$ cat src/dpc_params.svh
// Register offsets, field positions, reset values and field encodings of the PLL setup registers.
// Included by the package and the design modules; holds definitions only.
`ifndef DPC_PARAMS_SVH
`define DPC_PARAMS_SVH

// Register offsets (byte addresses)
`define DPC_OFS_DIV_A       12'h0500
`define DPC_OFS_DIV_B       12'h0504
`define DPC_OFS_CTRL        12'h0508
`define DPC_ADDR_W          12

// Divider register A fields
`define DPC_FB_DIV_MSB      15
`define DPC_FB_DIV_LSB      6
`define DPC_FB_SHORT_W      7
`define DPC_REF_DIV_MSB     5
`define DPC_REF_DIV_LSB     0

// Divider register B fields
`define DPC_PLL_RESET_BIT   3
`define DPC_OUT_DIV_MSB     2
`define DPC_OUT_DIV_LSB     0
`define DPC_OUT_DIV_MAX     3'h5

// Control register fields
`define DPC_PD_BIT          15
`define DPC_FSE_BIT         14
`define DPC_ANA_SUP_BIT     13
`define DPC_CORE_SUP_BIT    12
`define DPC_BYPASS_BIT      11
`define DPC_LOCKCNT_MSB     10
`define DPC_LOCKCNT_LSB     7
`define DPC_LOCKWIN_MSB     6
`define DPC_LOCKWIN_LSB     4
`define DPC_FILT_MSB        3
`define DPC_FILT_LSB        0

// Lock counter exponent offset and filter range limit
`define DPC_LOCK_EXP_BASE   5
`define DPC_FILT_MAX        4'hb

// Reset values of the whole words
`define DPC_RST_DIV_A       32'h0000_0000
`define DPC_RST_DIV_B       32'h0000_000a
`define DPC_RST_CTRL        32'h0000_3f89

// Implemented bit masks; the upper bits are reserved
`define DPC_MASK_DIV_A      32'h0000_ffff
`define DPC_MASK_DIV_B      32'h0000_000f
`define DPC_MASK_CTRL       32'h0000_ffff

`endif

$ cat src/dpc_pkg.sv
// Types shared by the PLL setup register block.
// Assumes dpc_params.svh is on the include path.
`include "dpc_params.svh"

package dpc_pkg;

    // Register selected by a bus address
    typedef enum logic [1:0] {
        DPC_SEL_NONE,
        DPC_SEL_DIV_A,
        DPC_SEL_DIV_B,
        DPC_SEL_CTRL
    } dpc_sel_t;

    // State of the field decoder
    typedef struct packed {
        logic [10:0] fb_div_eff_ff;
        logic [5:0]  out_div_ratio_ff;
        logic [4:0]  lock_exp_ff;
        logic        pll_held_ff;
        logic        pll_running_ff;
    } dpc_dec_state_t;

    // State of the register block
    typedef struct packed {
        logic [31:0]    div_a_ff;
        logic [31:0]    div_b_ff;
        logic [31:0]    ctrl_ff;
        logic [31:0]    rdata_ff;
    } dpc_reg_state_t;

endpackage : dpc_pkg

$ cat src/dpc_field_decode.sv
// Field decoder: turns stored register fields into derived PLL status values.
// Assumes it sits in the same clock and reset domain as the register block.
`timescale 1ns/10ps
`include "dpc_params.svh"

module dpc_field_decode
    import dpc_pkg::*;
(
    // Clock, reset, enable
    input  wire logic        core_clk,
    input  wire logic        rst,
    input  wire logic        clk_en,
    // Stored fields
    input  wire logic [9:0]  fb_div_field,
    input  wire logic        fb_range_select,
    input  wire logic        feedback_source_select,
    input  wire logic [2:0]  out_div_field,
    input  wire logic [3:0]  lock_delay_count,
    input  wire logic        pll_power_down,
    input  wire logic        pll_bypass,
    input  wire logic        pll_reset,
    // Derived values
    output logic [10:0] fb_div_ratio,
    output logic [5:0]  out_div_ratio,
    output logic [4:0]  lock_exponent,
    output logic        pll_held,
    output logic        pll_running
);

    dpc_dec_state_t st_ff;
    dpc_dec_state_t nxt_st;

    // Feedback ratio: the short range only applies with internal feedback
    function automatic logic [10:0] fb_ratio(input logic [9:0] code, input logic short_rng,
                                              input logic fse);
        logic [10:0] r;
        if (short_rng && fse) begin
            r = {4'h0, code[`DPC_FB_SHORT_W-1:0]} + 11'h001;
        end else begin
            r = {1'b0, code} + 11'h001;
        end
        return r;
    endfunction

    // Next state of the derived values
    always_comb begin
        nxt_st                  = st_ff;
        nxt_st.fb_div_eff_ff    = fb_ratio(fb_div_field, fb_range_select,
                                           feedback_source_select);
        nxt_st.out_div_ratio_ff = 6'h01 << out_div_field;
        nxt_st.lock_exp_ff      = {1'b0, lock_delay_count} + 5'(`DPC_LOCK_EXP_BASE);
        // Power-down, bypass or reset alike holds the PLL
        nxt_st.pll_held_ff      = pll_power_down | pll_bypass | pll_reset;
        nxt_st.pll_running_ff   = ~(pll_power_down | pll_bypass | pll_reset);
    end

    // Register the decoder state
    always_ff @(posedge core_clk or posedge rst) begin
        if (rst) begin
            st_ff <= '{fb_div_eff_ff: 11'h001, out_div_ratio_ff: 6'h04,
                       lock_exp_ff: 5'h14, pll_held_ff: 1'b1, pll_running_ff: 1'b0};
        end else if (clk_en) begin
            st_ff <= nxt_st;
        end
    end

    assign fb_div_ratio  = st_ff.fb_div_eff_ff;
    assign out_div_ratio = st_ff.out_div_ratio_ff;
    assign lock_exponent = st_ff.lock_exp_ff;
    assign pll_held      = st_ff.pll_held_ff;
    assign pll_running   = st_ff.pll_running_ff;

endmodule // dpc_field_decode

$ cat src/dpc_pll_cfg_regs.sv
// What this block does
// - Feedback divisor bits 15:6 divide by value plus one, up to 1,024.
// - With range select and bit 14 both high, only the low seven bits count, up to 128; here range select is tied low, so all ten bits always count.
// - Reference divisor bits 5:0 divide by value plus one.
// - Divider B bit 3 holds the PLL in reset; resets to one.
// - Output divider bits 2:0 divide by two to the code; resets to two.
// - Power-down bit 15 stops the PLL, outputs low, overrides everything; resets low.
// - Bit 14 picks external pin (0) or internal feedback (1).
// - Bypass bit 11 powers core down, output follows reference; resets to one.
// - Lock counter bits 10:7 give two to the value plus five cycles.
// - Lock window bits 6:4 double from 500 to 64000 ppm.
// - Bits 13 and 12 pick analog and core supply; both reset high.
// - Every field drives its PLL input straight from the stored value.
// - Registers sit at 0x500, 0x504, 0x508, reset by bus reset.
//
// Holds the three PLL setup registers and their plain register port.
// Assumes a master that keeps strobes one cycle long and never waits.
//
// Our own choices: the placing of the registers and the plain strobed port.
`timescale 1ns/10ps
`include "dpc_params.svh"

module dpc_pll_cfg_regs
    import dpc_pkg::*;
#(
    parameter int ADDR_W = `DPC_ADDR_W
)
(
    // Clock, reset, enable
    input  wire logic              core_clk,
    input  wire logic              rst,
    input  wire logic              clk_en,
    // Register port
    input  wire logic [ADDR_W-1:0] reg_addr,
    input  wire logic [31:0]       reg_wdata,
    input  wire logic              reg_wr,
    input  wire logic              reg_rd,
    output logic [31:0]            reg_rdata,
    // PLL dividers
    output logic [9:0]             fb_div_field,
    output logic                   fb_range_select,
    output logic [5:0]             ref_div_field,
    output logic [2:0]             out_div_field,
    output logic                   pll_reset,
    // PLL control
    output logic                   pll_power_down,
    output logic                   feedback_source_select,
    output logic                   analog_supply_sel,
    output logic                   core_supply_sel,
    output logic                   pll_bypass,
    output logic [3:0]             lock_delay_count,
    output logic [2:0]             lock_phase_window,
    output logic [3:0]             filter_range,
    // Derived status for the surroundings
    output logic [10:0]            fb_div_ratio,
    output logic [5:0]             out_div_ratio,
    output logic [4:0]             lock_exponent,
    output logic                   pll_held,
    output logic                   pll_running
);

    // Offsets need at least twelve address bits
    if (ADDR_W < `DPC_ADDR_W) begin : g_addr_chk
        $error("dpc_pll_cfg_regs: ADDR_W too narrow for the register offsets");
    end

    dpc_reg_state_t st_ff;
    dpc_reg_state_t nxt_st;
    logic           fse_ff;

    // Address decode shared by reads and writes
    function automatic dpc_sel_t decode(input logic [ADDR_W-1:0] a);
        dpc_sel_t s;
        s = DPC_SEL_NONE;
        if (a == ADDR_W'(`DPC_OFS_DIV_A)) begin
            s = DPC_SEL_DIV_A;
        end else if (a == ADDR_W'(`DPC_OFS_DIV_B)) begin
            s = DPC_SEL_DIV_B;
        end else if (a == ADDR_W'(`DPC_OFS_CTRL)) begin
            s = DPC_SEL_CTRL;
        end
        return s;
    endfunction

    // Next state: writes and read data capture
    always_comb begin
        dpc_sel_t sel;
        sel    = decode(reg_addr);
        nxt_st = st_ff;
        // Write lands on the edge that ends the strobe cycle
        if (reg_wr) begin
            unique case (sel)
                DPC_SEL_DIV_A: nxt_st.div_a_ff = reg_wdata & `DPC_MASK_DIV_A;
                DPC_SEL_DIV_B: nxt_st.div_b_ff = reg_wdata & `DPC_MASK_DIV_B;
                DPC_SEL_CTRL:  nxt_st.ctrl_ff  = reg_wdata & `DPC_MASK_CTRL;
                DPC_SEL_NONE:  nxt_st.div_a_ff = st_ff.div_a_ff;
            endcase
        end
        // Read data stands for exactly one enabled cycle; reserved and unmapped read zero
        nxt_st.rdata_ff = 32'h0000_0000;
        if (reg_rd) begin
            unique case (sel)
                DPC_SEL_DIV_A: nxt_st.rdata_ff = st_ff.div_a_ff;
                DPC_SEL_DIV_B: nxt_st.rdata_ff = st_ff.div_b_ff;
                DPC_SEL_CTRL:  nxt_st.rdata_ff = st_ff.ctrl_ff;
                DPC_SEL_NONE:  nxt_st.rdata_ff = 32'h0000_0000;
            endcase
        end
    end

    // Register the block state; bus reset restores the documented values
    always_ff @(posedge core_clk or posedge rst) begin
        if (rst) begin
            st_ff <= '{div_a_ff: `DPC_RST_DIV_A, div_b_ff: `DPC_RST_DIV_B,
                       ctrl_ff: `DPC_RST_CTRL, rdata_ff: 32'h0000_0000};
        end else if (clk_en) begin
            st_ff <= nxt_st;
        end
    end

    // Fields drive the PLL straight from the stored words, no extra logic
    assign fb_div_field           = st_ff.div_a_ff[`DPC_FB_DIV_MSB:`DPC_FB_DIV_LSB];
    assign ref_div_field          = st_ff.div_a_ff[`DPC_REF_DIV_MSB:`DPC_REF_DIV_LSB];
    assign pll_reset              = st_ff.div_b_ff[`DPC_PLL_RESET_BIT];
    assign out_div_field          = st_ff.div_b_ff[`DPC_OUT_DIV_MSB:`DPC_OUT_DIV_LSB];
    assign pll_power_down         = st_ff.ctrl_ff[`DPC_PD_BIT];
    assign feedback_source_select = fse_ff;
    assign analog_supply_sel      = st_ff.ctrl_ff[`DPC_ANA_SUP_BIT];
    assign core_supply_sel        = st_ff.ctrl_ff[`DPC_CORE_SUP_BIT];
    assign pll_bypass             = st_ff.ctrl_ff[`DPC_BYPASS_BIT];
    assign lock_delay_count       = st_ff.ctrl_ff[`DPC_LOCKCNT_MSB:`DPC_LOCKCNT_LSB];
    assign lock_phase_window      = st_ff.ctrl_ff[`DPC_LOCKWIN_MSB:`DPC_LOCKWIN_LSB];
    assign filter_range           = st_ff.ctrl_ff[`DPC_FILT_MSB:`DPC_FILT_LSB];
    assign reg_rdata              = st_ff.rdata_ff;
    assign fse_ff                 = st_ff.ctrl_ff[`DPC_FSE_BIT];

    // Short feedback range is a hardware strap level, not a register bit
    assign fb_range_select        = 1'b0;

    // Derived ratios, for status and test; one cycle behind the fields
    dpc_field_decode u_decode (
        .core_clk               (core_clk),
        .rst                    (rst),
        .clk_en                 (clk_en),
        .fb_div_field           (fb_div_field),
        .fb_range_select        (fb_range_select),
        .feedback_source_select (feedback_source_select),
        .out_div_field          (out_div_field),
        .lock_delay_count       (lock_delay_count),
        .pll_power_down         (pll_power_down),
        .pll_bypass             (pll_bypass),
        .pll_reset              (pll_reset),
        .fb_div_ratio           (fb_div_ratio),
        .out_div_ratio          (out_div_ratio),
        .lock_exponent          (lock_exponent),
        .pll_held               (pll_held),
        .pll_running            (pll_running)
    );

endmodule // dpc_pll_cfg_regs

$ cat config.mk
export PLATFORM = sky130hd
export DESIGN_NAME = dpc_pll_cfg_regs
export DESIGN_NICKNAME = d
export VERILOG_FILES = /design/src/dpc_pkg.sv /design/src/dpc_field_decode.sv /design/src/dpc_pll_cfg_regs.sv
export VERILOG_INCLUDE_DIRS = /design/src
export SDC_FILE = /design/constraint.sdc
export NUM_CORES = 1
export LEC_CHECK = 0
export BUFFER_PORTS_ARGS = -buffer_cell sky130_fd_sc_hd__clkbuf_2
export CELL_PAD_IN_SITES_DETAIL_PLACEMENT = 1
export CELL_PAD_IN_SITES_GLOBAL_PLACEMENT = 2
export CORE_AREA = 3 3 112 114
export CTS_CLUSTER_DIAMETER = 30
export DETAILED_ROUTE_END_ITERATION = 7
export DIE_AREA = 0 0 115 117
export PLACE_DENSITY = 0.89
export SYNTH_ARGS = -nofsm -noshare
export SYNTH_HDL_FRONTEND = slang
export SYNTH_SLANG_ARGS = --single-unit
$ cat constraint.sdc
create_clock -name core_clk -period 2.3 [get_ports core_clk]
set_input_delay 0.115 -clock core_clk [delete_from_list [all_inputs] [get_ports core_clk]]
set_output_delay 0.115 -clock core_clk [all_outputs]
set_load 0.02 [all_outputs]
Word level (Yosys, flattened, before mapping)
Cells that the tools add are included.
Storage, ports and cells
  register bits: 92
  bits in latches: 0
  memory bits (writable): 0
  memory bits (read-only): 0
  input port bits: 49
  output and inout port bits: 93
  word-level logic and storage cells: 30
  memories kept: 0
Cells by class
  add/sub/neg operators: 2
  multiply operators: 0
  div/mod/pow operators: 0
  $lt $le $gt $ge: 0
  eq/ne operators: 6
  shift-type cells: 1
  multiplexer cells: 5
  bitwise logic cells: 3
  reductions and logical operators: 4
Operator list (number)
  case mux 32 bit (4 select lines): 1
  equality test 12 x 11 -> 1 bit (second input constant): 3
  two-way mux 32 bit: 1
  adder 10 x 1 -> 11 bit (second input constant): 1
  AND reduction 3 bit: 3
  two-way mux 2 bit: 3
  << shifter 1 x 3 -> 6 bit (first input constant): 1
  adder 4 x 3 -> 5 bit (second input constant): 1
  equality test 2 bit (second input constant): 2
  equality test 2 x 1 -> 1 bit (second input constant): 1
  zero test 2 bit: 1
  OR 1 bit: 2
  inverter 1 bit: 1

Longest topological paths before layout
  depth in word-level cells: 7
  gate-level depth with buffers: 6
  depth with buffers taken out: 4

Cells and area by module
Synthesis repeated with hierarchy kept, for this count alone.
Second synthesis, totals
  cell total of the unflattened synthesis: 288
  area total of the unflattened synthesis: 3638.5 um2
By module, submodules not included
  dpc_pll_cfg_regs: instances 1, cells an instance 186, area an instance 2527.4 um2, sequential area each 1315.0 um2
  dpc_field_decode: instances 1, cells an instance 102, area an instance 1111.1 um2, sequential area each 606.8 um2

Worst setup path after synthesis
No wires, ideal clock.
  path kind: input to register
  from: input reg_addr[5]
  to: register st_ff (netlist bit fb_div_field[2])
  library setup time: 0.125 ns
  data arrival time: 1.676 ns
  data required time: 2.175 ns
  slack: 0.499 ns
  stages: 4
  buffers on the path: 1
  cell sequence: or4_4 > nor4_4 > buf_6 > mux2_2
On the way
  cells in the longest elaborated chain, start to end: 6
  elaborated cells on any way between the ends: 8
  those cells by class: eq/ne (4); mux (3); reduce/logical (1)
Ends and longest elaborated chain
  start: declaration: line dpc_pll_cfg_regs.sv:34  | input wire logic [ADDR_W-1:0] reg_addr,
  equality test 12 x 11 -> 1 bit: line dpc_pll_cfg_regs.sv:79  | end else if (a == ADDR_W'(`DPC_OFS_CTRL)) begin
  two-way mux 2 bit: line dpc_pll_cfg_regs.sv:79
  two-way mux 2 bit: line dpc_pll_cfg_regs.sv:77  | end else if (a == ADDR_W'(`DPC_OFS_DIV_B)) begin
  two-way mux 2 bit *: line dpc_pll_cfg_regs.sv:75  | if (a == ADDR_W'(`DPC_OFS_DIV_A)) begin
  equality test 2 x 1 -> 1 bit *: line dpc_pll_cfg_regs.sv:92  | unique case (sel)
  AND reduction 3 bit (no line) *
  end signal: assignment: line dpc_pll_cfg_regs.sv:114  | st_ff <= '{div_a_ff: `DPC_RST_DIV_A, div_b_ff: `DPC_RST_DIV_B,
  end signal: assignment: line dpc_pll_cfg_regs.sv:117  | st_ff <= nxt_st;
  end: declaration: line dpc_pll_cfg_regs.sv:67  | dpc_reg_state_t st_ff;
Mark *: on every way between the ends. The rest lies on a longest branch, timed or not.
A chain may end at the register's enable or synchronous reset.

Worst setup path in the final report
  from: register st_ff (netlist bit fb_div_field[0])
  to: register u_decode.st_ff (netlist bit u_decode.fb_div_ratio[8])
On the way
  cells in the longest elaborated chain, start to end: 1
Ends and longest elaborated chain
  adder 10 x 1 -> 11 bit: line dpc_field_decode.sv:40  | r = {1'b0, code} + 11'h001;
  end signal: assignment: line dpc_field_decode.sv:60  | st_ff <= '{fb_div_eff_ff: 11'h001, out_div_ratio_ff: 6'h04,
  end signal: assignment: line dpc_field_decode.sv:63  | st_ff <= nxt_st;
  end: declaration: line dpc_field_decode.sv:30  | dpc_dec_state_t st_ff;
Every way passes these cells.

==> flow_summary.ini <==
[cells_and_area]
area_delta_synth_final_pct = 29.9
final_nets = 439
layout_common_cells = 108 x clkbuf_2, 60 x dfrtp_1, 38 x mux2_2
finish.utilization_pct = 38.8
antenna_cells = 0
layout-drive-gt1-share_pct = 49.5
layout_commonest_cell = clkbuf_2
layout.cells.non_filler = 535

[clock_tree]
htreeDepth = 3
cts_root_buf = clkbuf_16
cts_setup_buffers = 0
clock-sinks = 76
tritoncts = done
clk_latency_ns = 0.33
cts_buffer_depth = 2
path_clk_slew_ns = 0.06
numCtsBuffers = 9

[logic_synthesis]
synth.area.top_cells = dfrtp_1 44%, mux2_2 12%, dfstp_2 12%
ys_seq_area_share_pct = 55.9
synth_edf_count = 0
syn_inst = 273
yosysTopAreaCell = dfrtp_1
yosys.area.top_type_share_pct = 43.7
netlist_area_um2 = 3440
synth_area_per_cell_um2 = 12.6
yosys_warnings = 0
ys_async_sr_fraction_pct = 100
ys_seq_elements = 76
synthFlopType = dfrtp_1
synth_cell_types = 40

[floorplanning]
die_area_um2 = 13500
start_util_pct = 29.8
coreArea_um2 = 11500
io_pins = 142
die_x_um = 115
rows = 39
dieHeight_um = 117

[drt]
vias = 2666
drt_iter0_drc = 134
drt_first_pass_iters = 4
drtAntennaViolNets = 0
avgRoutedWirePerCell_um = 18.1
drc = 0
routed_wl_um = 9660
vias_per_cell = 4.98

[power_and_ir_drop]
power.density_nw_per_um2 = 693
leakage_uw = 0.00212
ir_drop_mv = 0.318

[timing]
relSlewSlack_pct = 53.8
post-route-period-util_pct = 70.7
maxSlewViolCount = 0
fin_tns_setup_ns = 0
clock.fmax_ghz = 0.615
finClkSkew_ns = 0.00548
setup_viol = 0
worst_slew_pin_slew_ns = 0.693
hold_viol_final = 0
rsz0062_at_grt = false
hold_slack_ns = 0.0163
period_needed_ns = 1.63

[worst_setup_path]
r2r_setup_slack_ns = 0.67
slowest_delay_ns = 0.53
crit_path_end_kind = flip-flop
cp_max_fo = 7
rr_endpoint = u_decode.fb_div_ratio[8]
worstRegToRegCells = 4
reg2reg_from = fb_div_field[0]
cp_cell_sequence = ha_1 > nand4_1 > or3_1 > a31oi_1
cp_data_required_time_ns = 2.55
cp-start-kind = flip-flop
critPathArrivalTime_ns = 1.88
slowest_stage = dfrtp_1
path_class = reg2reg

[placed_design]
io_buffers = 108
place_congestion = 0.750
dpl.hpwl_um = 6890
place_inst = 519

[global_route]
track_usage_pct = 15.0
grt_max_degree = 77
antenna_found_initial = 0
grt_pass1_wl_um = 15300
grt_pass1_vias = 2786
overflow = 0

[hold_path]
min_to = fb_div_field[1]
hold_path_class = in2reg
hold-path-cell-count = 2
min_from = reg_wdata[7]

[status]
outcome = complete, no violations

[flow_run]
maxCapViolations = 0
report_power, final:
group	internal (µW)	switching, µW
registers	1360	9.54
clock network	1000	540
logic	54.6	134
total	2410	683
worst max-delay path, delay by kind of cell (launching register included):
kind	cells	cell delay, ns
AND/OR/NAND/NOR	2	0.58
flip-flops	1	0.53
adder cells (fa/ha/maj)	1	0.26
AO/OA/AOI/OAI	1	0.17
cell type report:
type,count,area [µm²]
clock buffers,11,253
well taps,143,179
multi-input cells,175,1360
inverters,8,31.3
clock inverters,4,72.6
flip-flops and latches,76,1920
fillers,1262,7050
repair buffers,118,643
Yosys cell counts (2+ instances only):
| cell type | count |
|---|---|
| mux2_2 | 38 |
| xnor2_1 | 3 |
| nand2_1 | 14 |
| nand2b_1 | 3 |
| mux2_1 | 2 |
| o2bb2ai_1 | 15 |
| xor2_1 | 2 |
| dfrtp_1 | 60 |
| nor2_1 | 10 |
| clkbuf_1 | 7 |
| a222oi_1 | 4 |
| a22oi_1 | 16 |
| o32ai_1 | 3 |
| dfstp_2 | 16 |
| inv_1 | 7 |
| a31oi_1 | 5 |
| ha_1 | 2 |
| nand3b_1 | 3 |
| o31ai_1 | 3 |
| o21ai_0 | 5 |
| nor4_4 | 2 |
| or4_1 | 4 |
| nand4_1 | 2 |
| a21oi_1 | 6 |
| or3_1 | 4 |
| buf_4 | 17 |
| nand3_1 | 4 |
| buf_2 | 2 |
| buf_6 | 2 |
| buf_1 | 2 |
state kept, by name (all words and copies together), names as in the netlist:
register	flops
pll_reset	1
lock_delay_count	4
u_decode.pll_held	1
analog_supply_sel	1
u_decode.pll_running	1
reg_rdata	16
pll_power_down	1
u_decode.out_div_ratio	6
filter_range	4
ref_div_field	6
core_supply_sel	1
lock_phase_window	3
fb_div_field	10
u_decode.lock_exponent	5
u_decode.fb_div_ratio	11
out_div_field	3
feedback_source_select	1
pll_bypass	1
cells by family after synthesis:
logic type,after synthesis,synth area share (%)
fa+ha+maj,2,0.728
xor+xnor,5,1.27
simple gates,52,9.50
flops,76,55.9
other cells,1,0.109
buf+inv,38,6.52
mux,40,13.1
compound gates,59,12.9
routing by layer:
layer	track usage [%]	vias to the layer above	share of wire, %
li1	-	1213	-
met1	19.9	1350	46
met2	23.8	91	47
met3	3.65	12	5.0
met4	5.63	0	1.6
met5	0	-	0
timing repair:
item,4_1_cts,5_1_grt
hold buffers,1,0
gates resized for setup,0,0
hold endpoints to repair,60,0
worst max-delay path by stage:
stage | start | end | slack (ns)
4_1_cts | fb_div_field[0] | u_decode.fb_div_ratio[8] | 0.67
3_3_place_gp | reg_addr[5] | fb_div_field[4] | 0.33
3_5_place_dp | reg_addr[1] | fb_div_field[6] | 0.33
6_report | fb_div_field[0] | u_decode.fb_div_ratio[8] | 0.67
5_1_grt | fb_div_field[0] | u_decode.fb_div_ratio[6] | 0.54
2_1_floorplan | rst | fb_div_field[0] | 0.27
stage by stage:
stage	power (µW)	worst slack [ns]	instance area, µm²
2_1_floorplan	1510	0.273	3500
3_3_place_gp	1570	0.327	4130
5_1_grt	3230	0.541	4460
6_report	3090	0.675	4460
3_5_place_dp	1580	0.334	4130
4_1_cts	3140	0.669	4460
No activity file was read; power rests on OpenSTA's default activity.
